$ cat config.mk
export PLATFORM = sky130hd
export DESIGN_NAME = sgm_top
export DESIGN_NICKNAME = d
export VERILOG_FILES = /design/src/sgm_pkg.sv /design/src/sgm_timer.sv /design/src/sgm_top.sv
export SDC_FILE = /design/constraint.sdc
export NUM_CORES = 1
export LEC_CHECK = 0
export ABC_AREA = 1
export BUFFER_PORTS_ARGS = -buffer_cell sky130_fd_sc_hd__buf_2
export CAP_MARGIN = 10
export CORE_ASPECT_RATIO = 2
export CORE_MARGIN = 5
export CORE_UTILIZATION = 44
export CTS_CLUSTER_DIAMETER = 120
export DETAILED_ROUTE_END_ITERATION = 8
export RECOVER_POWER = 25
export SYNTH_ARGS = -nofsm -noshare
export SYNTH_HDL_FRONTEND = slang
export SYNTH_SLANG_ARGS = --single-unit
$ cat constraint.sdc
create_clock -name ref_clk_i -period 5.8 [get_ports ref_clk_i]
set_clock_uncertainty 0.1 [all_clocks]
set_input_delay 0.29 -clock ref_clk_i [delete_from_list [all_inputs] [get_ports ref_clk_i]]
set_output_delay 0.29 -clock ref_clk_i [all_outputs]
set_load 0.05 [all_outputs]
$ cat src/sgm_pkg.sv
// constants, register map and types for the safety gate monitor
`default_nettype none
package sgm_pkg;
  localparam int unsigned CLK_HZ      = 40_000_000;
  localparam int unsigned STEP_MS     = 10;
  localparam int unsigned STEP_CYC    = CLK_HZ / 1000 * STEP_MS;
  localparam int unsigned TIME_W      = 12;
  localparam logic [11:0] TIME_MAX    = 12'hbb8;  // 30 s in 10 ms steps
  localparam logic [11:0] DISC_RST    = 12'h003;  // 30 ms
  localparam logic [11:0] SYNC_RST    = 12'h01e;  // 300 ms

  localparam logic [11:0] CTRL_OFS    = 12'h000;
  localparam logic [11:0] DISC1_OFS   = 12'h004;
  localparam logic [11:0] DISC2_OFS   = 12'h008;
  localparam logic [11:0] SYNC_OFS    = 12'h00c;
  localparam logic [11:0] STAT_OFS    = 12'h010;

  // control word fields
  localparam int unsigned CTL_MODE_LSB = 0;
  localparam int unsigned CTL_MODE_MSB = 2;
  localparam int unsigned CTL_FTE      = 3;
  localparam int unsigned CTL_RUN      = 4;
  localparam int unsigned CTL_EN_D1    = 5;
  localparam int unsigned CTL_EN_D2    = 6;
  localparam int unsigned CTL_EN_TN    = 7;
  localparam int unsigned CTL_EN_SY    = 8;
  localparam int unsigned CTL_EN_TE    = 9;
  localparam int unsigned CTL_EN_FP    = 10;
  localparam int unsigned CTL_W        = 11;

  typedef enum logic [2:0] {
    SGM_SINGLE = 3'h0,
    SGM_EQ1    = 3'h1,
    SGM_COMP1  = 3'h2,
    SGM_EQ2    = 3'h3,
    SGM_COMP2  = 3'h4
  } sgm_mode_t;

  typedef enum logic [3:0] {
    GT_IDLE  = 4'b0001,
    GT_ACT   = 4'b0010,
    GT_OPEN  = 4'b0100,
    GT_CLOSE = 4'b1000
  } sgm_gt_t;
endpackage
`default_nettype wire

$ cat src/sgm_timer.sv
// step-counting timeout used for discrepancy and synchronisation checks
`timescale 1ns/1ps
`default_nettype none
module sgm_timer #(
  parameter int W = 12
) (
  input  wire logic         ref_clk_i,
  input  wire logic         rst_i,
  input  wire logic         en_i,
  input  wire logic         tick_i,
  input  wire logic         run_i,
  input  wire logic [W-1:0] limit_i,
  output logic              expired_o
);
  logic [W-1:0] cnt_q;
  logic         exp_q;
  wire          at_max = &cnt_q;

  // refused at elaboration: a one-bit counter cannot saturate below its limit
  if (W < 2) begin : g_bad_width
    $error("sgm_timer: width too small");
  end

  // a zero limit never expires, which switches the check off
  always_ff @(posedge ref_clk_i or posedge rst_i) begin
    if (rst_i) begin
      cnt_q <= '0;
      exp_q <= 1'b0;
    end else if (en_i) begin
      if (!run_i) begin
        cnt_q <= '0;
        exp_q <= 1'b0;
      end else begin
        if (tick_i && !at_max) cnt_q <= cnt_q + W'(1);
        exp_q <= (limit_i != '0) && (cnt_q >= limit_i);
      end
    end
  end

  assign expired_o = exp_q;
endmodule // sgm_timer
`default_nettype wire

$ cat src/sgm_top.sv
// safety gate monitor with apb register access
`timescale 1ns/1ps
`default_nettype none
module sgm_top #(
  parameter int unsigned STEP_CYCLES = sgm_pkg::STEP_CYC
) (
  input  wire logic        ref_clk_i,
  input  wire logic        rst_i,
  input  wire logic        clk_en_i,
  input  wire logic        psel_i,
  input  wire logic        penable_i,
  input  wire logic        pwrite_i,
  input  wire logic [11:0] paddr_i,
  input  wire logic [31:0] pwdata_i,
  output logic [31:0]      prdata_o,
  output logic             pready_o,
  output logic             pslverr_o,
  input  wire logic [3:0]  sw_i,
  input  wire logic        test_req_i,
  output logic             permit_o,
  output logic             fault_o,
  output logic             disc1_err_o,
  output logic             disc2_err_o,
  output logic             sync_err_o,
  output logic             test_err_o,
  output logic             test_needed_o
);
  import sgm_pkg::*;

  localparam int TW = $clog2(STEP_CYCLES + 1);

  // refused at elaboration: the prescaler needs at least one cycle per step
  if (STEP_CYCLES < 1) begin : g_bad_step
    $error("sgm_top: STEP_CYCLES must be at least one");
  end

  function automatic logic pair_on(input logic nc, input logic b, input logic comp);
    pair_on = comp ? (nc & ~b) : (nc & b);
  endfunction

  function automatic logic pair_off(input logic nc, input logic b, input logic comp);
    pair_off = comp ? (~nc & b) : (~nc & ~b);
  endfunction

  function automatic logic pair_disagree(input logic nc, input logic b, input logic comp);
    pair_disagree = comp ? ~(nc ^ b) : (nc ^ b);
  endfunction

  // ---------------- pin synchronisers
  logic [4:0] meta_q;
  logic [4:0] sync_q;
  logic       treq_prev_q;

  always_ff @(posedge ref_clk_i or posedge rst_i) begin
    if (rst_i) begin
      meta_q      <= '0;
      sync_q      <= '0;
      treq_prev_q <= 1'b0;
    end else if (clk_en_i) begin
      meta_q      <= {test_req_i, sw_i};
      sync_q      <= meta_q;
      treq_prev_q <= sync_q[4];
    end
  end

  wire [3:0] s         = sync_q[3:0];
  wire       treq_rise = sync_q[4] & ~treq_prev_q;

  // ---------------- registers
  logic [CTL_W-1:0]  ctrl_q;
  logic [TIME_W-1:0] disc1_q;
  logic [TIME_W-1:0] disc2_q;
  logic [TIME_W-1:0] sync_t_q;
  logic [31:0]       rdata_q;
  logic              ready_q;
  logic              slverr_q;

  wire setup    = psel_i & ~penable_i & ~ready_q;
  wire wr_take  = psel_i & penable_i & ready_q & pwrite_i & ~slverr_q;
  wire hit_ctrl = (paddr_i == CTRL_OFS);
  wire hit_d1   = (paddr_i == DISC1_OFS);
  wire hit_d2   = (paddr_i == DISC2_OFS);
  wire hit_sy   = (paddr_i == SYNC_OFS);
  wire hit_st   = (paddr_i == STAT_OFS);
  wire [2:0]  wmode    = pwdata_i[CTL_MODE_MSB:CTL_MODE_LSB];
  wire        wmode_ok = (wmode <= SGM_COMP2);
  wire        wtime_ok = (pwdata_i[31:TIME_W] == '0) && (pwdata_i[TIME_W-1:0] <= TIME_MAX);
  wire        hit_time = hit_d1 | hit_d2 | hit_sy;
  wire        any_hit  = hit_ctrl | hit_time | hit_st;
  // status is read-only; bad mode or out-of-range time is refused, not clipped
  wire        bad_acc  = ~any_hit | (pwrite_i & hit_st) |
                         (pwrite_i & hit_ctrl & ~wmode_ok) |
                         (pwrite_i & hit_time & ~wtime_ok);

  logic [31:0] stat_w;
  logic [31:0] rd_mux;

  always_comb begin
    if (hit_ctrl)    rd_mux = {{(32-CTL_W){1'b0}}, ctrl_q};
    else if (hit_d1) rd_mux = {{(32-TIME_W){1'b0}}, disc1_q};
    else if (hit_d2) rd_mux = {{(32-TIME_W){1'b0}}, disc2_q};
    else if (hit_sy) rd_mux = {{(32-TIME_W){1'b0}}, sync_t_q};
    else if (hit_st) rd_mux = stat_w;
    else             rd_mux = 32'h0000_0000;
  end

  // one wait-free access cycle: ready is raised from the setup cycle
  always_ff @(posedge ref_clk_i or posedge rst_i) begin
    if (rst_i) begin
      ready_q  <= 1'b0;
      slverr_q <= 1'b0;
      rdata_q  <= 32'h0000_0000;
    end else if (clk_en_i) begin
      ready_q  <= setup;
      slverr_q <= setup & bad_acc;
      if (setup) rdata_q <= (pwrite_i | bad_acc) ? 32'h0000_0000 : rd_mux;
    end
  end

  always_ff @(posedge ref_clk_i or posedge rst_i) begin
    if (rst_i) begin
      ctrl_q   <= {{(CTL_W-3){1'b0}}, SGM_EQ1};
      disc1_q  <= DISC_RST;
      disc2_q  <= DISC_RST;
      sync_t_q <= SYNC_RST;
    end else if (clk_en_i && wr_take) begin
      if (hit_ctrl)    ctrl_q   <= pwdata_i[CTL_W-1:0];
      else if (hit_d1) disc1_q  <= pwdata_i[TIME_W-1:0];
      else if (hit_d2) disc2_q  <= pwdata_i[TIME_W-1:0];
      else if (hit_sy) sync_t_q <= pwdata_i[TIME_W-1:0];
    end
  end

  // ---------------- mode decode
  wire [2:0] mode  = ctrl_q[CTL_MODE_MSB:CTL_MODE_LSB];
  wire       fte   = ctrl_q[CTL_FTE];
  wire       run   = ctrl_q[CTL_RUN];
  wire       m_sgl = (mode == SGM_SINGLE);
  wire       comp  = (mode == SGM_COMP1) | (mode == SGM_COMP2);
  wire       two   = (mode == SGM_EQ2) | (mode == SGM_COMP2);

  // single channel watches input 1 only
  wire p1_on  = m_sgl ? s[0] : pair_on(s[0], s[1], comp);
  wire p1_off = m_sgl ? ~s[0] : pair_off(s[0], s[1], comp);
  wire p2_on  = pair_on(s[2], s[3], comp);
  wire p2_off = pair_off(s[2], s[3], comp);
  wire in_on  = two ? (p1_on & p2_on) : p1_on;
  wire in_off = two ? (p1_off & p2_off) : p1_off;

  wire d1_run = ~m_sgl & pair_disagree(s[0], s[1], comp);
  wire d2_run = two & pair_disagree(s[2], s[3], comp);
  wire sy_run = two & (p1_on ^ p2_on);

  // ---------------- step tick and timers
  logic [TW-1:0] pre_q;
  logic          tick_q;

  always_ff @(posedge ref_clk_i or posedge rst_i) begin
    if (rst_i) begin
      pre_q  <= '0;
      tick_q <= 1'b0;
    end else if (clk_en_i) begin
      tick_q <= (pre_q == TW'(STEP_CYCLES - 1));
      pre_q  <= (pre_q == TW'(STEP_CYCLES - 1)) ? '0 : pre_q + TW'(1);
    end
  end

  logic d1_exp;
  logic d2_exp;
  logic sy_exp;

  sgm_timer #(.W(TIME_W)) u_disc1 (
    .ref_clk_i (ref_clk_i),
    .rst_i     (rst_i),
    .en_i      (clk_en_i),
    .tick_i    (tick_q),
    .run_i     (d1_run),
    .limit_i   (disc1_q),
    .expired_o (d1_exp)
  );

  sgm_timer #(.W(TIME_W)) u_disc2 (
    .ref_clk_i (ref_clk_i),
    .rst_i     (rst_i),
    .en_i      (clk_en_i),
    .tick_i    (tick_q),
    .run_i     (d2_run),
    .limit_i   (disc2_q),
    .expired_o (d2_exp)
  );

  sgm_timer #(.W(TIME_W)) u_sync (
    .ref_clk_i (ref_clk_i),
    .rst_i     (rst_i),
    .en_i      (clk_en_i),
    .tick_i    (tick_q),
    .run_i     (sy_run),
    .limit_i   (sync_t_q),
    .expired_o (sy_exp)
  );

  // ---------------- errors, gate test and permit
  logic    run_prev_q;
  logic    d1_err_q;
  logic    d2_err_q;
  logic    sy_err_q;
  logic    te_err_q;
  logic    rearm_q;
  logic    block_q;
  logic    req_pend_q;
  sgm_gt_t gt_q;
  sgm_gt_t gt_d;

  wire restart  = run & ~run_prev_q;
  wire te_set   = fte & treq_rise & req_pend_q;
  wire any_err  = d1_err_q | d2_err_q | sy_err_q | te_err_q;
  wire err_new  = (d1_exp & ~d1_err_q) | (d2_exp & ~d2_err_q) |
                  (sy_exp & ~sy_err_q) | (te_set & ~te_err_q);
  wire gt_done  = (gt_q == GT_CLOSE) & in_on;
  wire gt_start = fte & (restart | err_new | treq_rise);
  // clearing path: re-cycle or restart without test; completed gate test, or re-cycle while no gate test runs, with it
  wire clr_ok   = fte ? (gt_done | ((gt_q == GT_IDLE) & rearm_q & in_on))
                      : ((rearm_q & in_on) | restart);

  always_comb begin
    gt_d = gt_q;
    case (gt_q)
      GT_IDLE:  gt_d = GT_IDLE;
      GT_ACT:   if (in_on) gt_d = GT_OPEN;
      GT_OPEN:  if (in_off) gt_d = GT_CLOSE;
      GT_CLOSE: if (in_on) gt_d = GT_IDLE;
      default:  gt_d = GT_IDLE;
    endcase
    if (!fte) gt_d = GT_IDLE;
    else if (gt_start) gt_d = GT_ACT;
  end

  always_ff @(posedge ref_clk_i or posedge rst_i) begin
    if (rst_i) begin
      gt_q       <= GT_IDLE;
      run_prev_q <= 1'b0;
      block_q    <= 1'b0;
      req_pend_q <= 1'b0;
      rearm_q    <= 1'b0;
    end else if (clk_en_i) begin
      gt_q       <= gt_d;
      run_prev_q <= run;
      // request-driven tests keep the permit; startup and error tests hold it off
      block_q    <= fte & ((restart | err_new) | (block_q & ~gt_done));
      req_pend_q <= fte & (treq_rise | (req_pend_q & ~gt_done));
      rearm_q    <= (any_err | err_new) & (in_off | (rearm_q & ~clr_ok));
    end
  end

  // set wins over clear on every error flag
  always_ff @(posedge ref_clk_i or posedge rst_i) begin
    if (rst_i) begin
      d1_err_q <= 1'b0;
      d2_err_q <= 1'b0;
      sy_err_q <= 1'b0;
      te_err_q <= 1'b0;
    end else if (clk_en_i) begin
      d1_err_q <= d1_exp | (d1_err_q & ~(clr_ok & ~d1_run));
      d2_err_q <= d2_exp | (d2_err_q & ~(clr_ok & ~d2_run));
      sy_err_q <= sy_exp | (sy_err_q & ~(clr_ok & ~sy_run));
      te_err_q <= te_set | (te_err_q & ~clr_ok);
    end
  end

  logic permit_q;
  logic fault_q;
  logic d1_o_q;
  logic d2_o_q;
  logic sy_o_q;
  logic te_o_q;
  logic tn_o_q;

  wire permit_d = run & in_on & ~any_err & ~err_new & ~block_q;
  wire tneed_d  = fte & (gt_q != GT_IDLE);

  assign stat_w = {21'h000000, s, tneed_d, te_err_q, sy_err_q, d2_err_q, d1_err_q,
                   any_err, permit_q};

  // ---------------- registered outputs, each optional one gated by its enable

  always_ff @(posedge ref_clk_i or posedge rst_i) begin
    if (rst_i) begin
      permit_q <= 1'b0;
      fault_q  <= 1'b0;
      d1_o_q   <= 1'b0;
      d2_o_q   <= 1'b0;
      sy_o_q   <= 1'b0;
      te_o_q   <= 1'b0;
      tn_o_q   <= 1'b0;
    end else if (clk_en_i) begin
      permit_q <= permit_d;
      fault_q  <= ctrl_q[CTL_EN_FP] & any_err;
      d1_o_q   <= ctrl_q[CTL_EN_D1] & d1_err_q;
      d2_o_q   <= ctrl_q[CTL_EN_D2] & d2_err_q;
      sy_o_q   <= ctrl_q[CTL_EN_SY] & sy_err_q;
      te_o_q   <= ctrl_q[CTL_EN_TE] & te_err_q;
      tn_o_q   <= ctrl_q[CTL_EN_TN] & tneed_d;
    end
  end

  assign permit_o      = permit_q;
  assign fault_o       = fault_q;
  assign disc1_err_o   = d1_o_q;
  assign disc2_err_o   = d2_o_q;
  assign sync_err_o    = sy_o_q;
  assign test_err_o    = te_o_q;
  assign test_needed_o = tn_o_q;
  assign prdata_o      = rdata_q;
  assign pready_o      = ready_q;
  assign pslverr_o     = slverr_q;
endmodule // sgm_top
`default_nettype wire

==> metrics.md <==
| Metric | Value |
|---|---|
| CTS Root Cell | `clkbuf_16` |
| Fraction of registers with async set/reset | `100.0%` |
| Routability congestion estimate from global placement | `0.9394` |
| Worst Path Max Fanout | `49` |
| Pwr Total | `2.639 mW` |
| Clock Latency Late Sink | `0.43 ns` |
| DRC | `0` |
| CP Class | `input pin to flip-flop` |
| H-tree Lvls | `4` |
| Final Util | `50.60%` |
| Number of global-route vias before repair | `7872` |
| Worst Hold Class | `input pin to flip-flop` |
| Yosys warns | `0` |
| GRT Residual Overflow | `0` |
| Max Clock Freq | `0.2666 GHz` |
| Hold Violations, Final | `0` |
| Largest net degree at the start of global routing | `85` |
| Initial DRC Count | `444` |
| Antenna Nets Post-Route | `0` |
| EDFF count, synth | `0` |
| Die ar. | `0.02317 mm²` |
| Pre-CTS worst setup slack | `2.922 ns` |
| Number of synthesized register bits | `150` |
| Setup TNS Final | `0 ns` |
| Tot GR Track Use | `23.37%` |
| Clock tree buffer depth | `2` |
| CTS tree | `done` |
| Cts bufs inserted | `17` |
| Synth unique cells | `55` |
| Critical Path RT | `6.02 ns` |
| PortBufs | `75` |
| Pre-Repair DR Iteration Count | `5` |
| Setup crit start kind | `input pin` |
| Post-Syn Area | `0.008828 mm²` |
| Slew HR | `-51.99%` |
| Postcts setup bufs | `0` |
| Ant. Diodes | `0` |
| Register area share after synthesis | `42.66%` |
| Top FF cell, synth | `dfrtp_1` |
| Clk pin slew, worst setup/hold paths | `0.06 ns` |
| First-pass GRT wire length | `41.09 mm` |
| Part of the cycle the worst path needs | `64.68%` |
| Initial Util | `44.54%` |
| Io pins | `96` |
| Final nets | `1303` |
| Initial antenna violation count | `0` |
| Synth-to-Final Area Change | `13.59%` |
| Fin crit period | `3.751 ns` |
| Slew Viols, Final | `50` |
| Max-cap violations | `1` |
| Gate Count Post-Synth | `1131` |
| Pleak | `4.748 nW` |
| Synth Area per Inst | `7.806 µm²` |
| Cell Area, Placed | `0.009344 mm²` |
| Die Wd | `110.2 µm` |
| DRT Wirelength | `25.90 mm` |
| Share of cells above drive strength 1 | `12.81%` |
| Chip height | `210.3 µm` |
| Worst-Margin Slew | `2.280 ns` |
| Final cell count without fillers | `1480` |
| Clock sinks | `150` |
| Maximum vdd drop | `0.1828 mV` |
| Pwr Density | `263.1 mW/mm²` |
| Vias per cell | `5.330` |
| Core area | `0.01982 mm²` |
| Setup ws final | `2.049 ns` |
| Unrepaired setup endpoints after global routing | `no` |
| Post-DP HPWL | `19.96 mm` |
| Failing checks | `capacitance limit, slew limit` |
| Row count | `73` |
| Worst setup EP type | `flip-flop` |
| Final Cell Area | `0.01003 mm²` |
| Worst hold margin | `0.1254 ns` |
| Filler cells | `1997` |
| DR WL/cell | `17.50 µm` |
| Routed vias | `7889` |
| Setup violators final | `0` |
| Status | `complete, but fails checks` |
| Post-cts resize count | `0` |
| WP data arrival | `3.97 ns` |
| Inst Count DP | `1443` |
## final timing paths
path / to / depth (start not counted) / startpoint / slack (ns)
worst max-delay path: sync_t_q[5] / 7 / clk_en_i / 2.05
worst min-delay path: disc1_q[11] / 3 / pwdata_i[11] / 0.13
min in group asynchronous: pre_q[1] / 3 / rst_i / 0.46
max in group asynchronous: u_disc2.cnt_q[6] / 4 / rst_i / 3.75
worst min register to register: prdata_o[10] / 2 / prdata_o[10] / 0.37
worst max register to register: u_sync.cnt_q[11] / 15 / ctrl_q[0] / 3.03
## where the power goes
| part | switching [mW] | leakage, nW | total, mW | internal [mW] |
|---|---|---|---|---|
| logic | 0.201 | 2.45 | 0.277 | 0.0754 |
| registers | 0.0553 | 2.00 | 1.15 | 1.10 |
| clock network | 0.437 | 0.300 | 1.21 | 0.771 |
## layout by cell type, fill, tap and decap left out, drive strengths merged, types with 2 or more instances in the layout
cell type	n
nand2	266
inv	151
dfrtp	140
o21ai	123
nor2	89
buf	76
nand3	75
ha	42
a21oi	31
nor3	28
nand4	24
clkbuf	24
nor4	23
xor2	23
conb	20
a31oi	13
o22ai	11
dfstp	10
o211ai	9
dlygate4sd3	6
bufinv	5
a211oi	4
clkinv	3
or2	3
mux2	2
clkinvlp	2
nor3b	2
## registers in the layout (all words and copies together) (netlist names), 4 cells and up
name and cells:
gt_q 4, disc2_q 12, sync_q 5, pre_q 19, meta_q 5, ctrl_q 11, u_disc2.cnt_q 12, u_disc1.cnt_q 12
prdata_o 12, u_sync.cnt_q 12, sync_t_q 12, disc1_q 12
## worst max-delay path: stages
cell and delay [ns]:
buf_2 0.07, clkbuf_1 1.61, inv_1 0.09, buf_4 0.33, nor3_2 0.36, nand4_1 0.72, o21ai_0 0.45
## Yosys cell counts (6+ instances only)
| library cell | count | area share [%] |
|---|---|---|
| nor4_1 | 23 | 1.6 |
| dfstp_2 | 10 | 3.0 |
| a21oi_1 | 31 | 1.8 |
| o21ai_0 | 106 | 6.0 |
| o21ai_1 | 11 | 0.62 |
| nand4_1 | 24 | 1.7 |
| buf_2 | 6 | 0.34 |
| buf_4 | 21 | 1.8 |
| inv_1 | 147 | 6.3 |
| o21ai_2 | 6 | 0.60 |
| o211ai_1 | 9 | 0.77 |
| nor2_1 | 84 | 3.6 |
| ha_1 | 42 | 6.0 |
| nand2_2 | 9 | 0.64 |
| a31oi_1 | 13 | 0.92 |
| dfrtp_1 | 140 | 40 |
| clkbuf_1 | 14 | 0.60 |
| nand3_1 | 72 | 4.1 |
| nor3_1 | 24 | 1.4 |
| nand2_1 | 255 | 11 |
| xor2_1 | 22 | 2.2 |
| o22ai_1 | 10 | 0.71 |
## final cells by class
class | count | area, µm² | area share, %
Multi-Input combinational cell | 801 | 4275 | 42.63
Sequential cell | 150 | 3766 | 37.55
Inverter | 152 | 576.8 | 5.752
Clock buffer | 22 | 454.2 | 4.529
Timing Repair Buffer | 84 | 452.9 | 4.517
Tap cell | 262 | 327.8 | 3.269
Clock inverter | 9 | 175.2 | 1.747
## layer usage
| metal | track usage [%] | routed length, µm |
|---|---|---|
| met5 | 0 | 0 |
| met4 | 13.99 | 1504 |
| met3 | 3.524 | 923 |
| met2 | 41.40 | 13900 |
| met1 | 25.60 | 9574 |
## timing repair
action | in CTS | in global routing
endpoints found under the hold margin | 85 | 0
hold buffers | 6 | 0
setup endpoints to repair | 0 | 0
## logic make-up (layout without fill, tap and decap cells)
| logic type | Yosys count | after routing | synth area share, % |
|---|---|---|---|
| AND/OR/NAND/NOR | 512 | 512 | 26.01 |
| adder cells (fa/ha/maj) | 42 | 42 | 5.952 |
| XOR/XNOR | 24 | 24 | 2.466 |
| multiplexers | 2 | 2 | 0.3401 |
| other | 1 | 20 | 0.04248 |
| AO/OA/AOI/OAI | 201 | 201 | 12.81 |
| buffers and inverters | 199 | 267 | 9.722 |
| flip-flops | 150 | 150 | 42.66 |
Power figures use the tool's default switching activity.
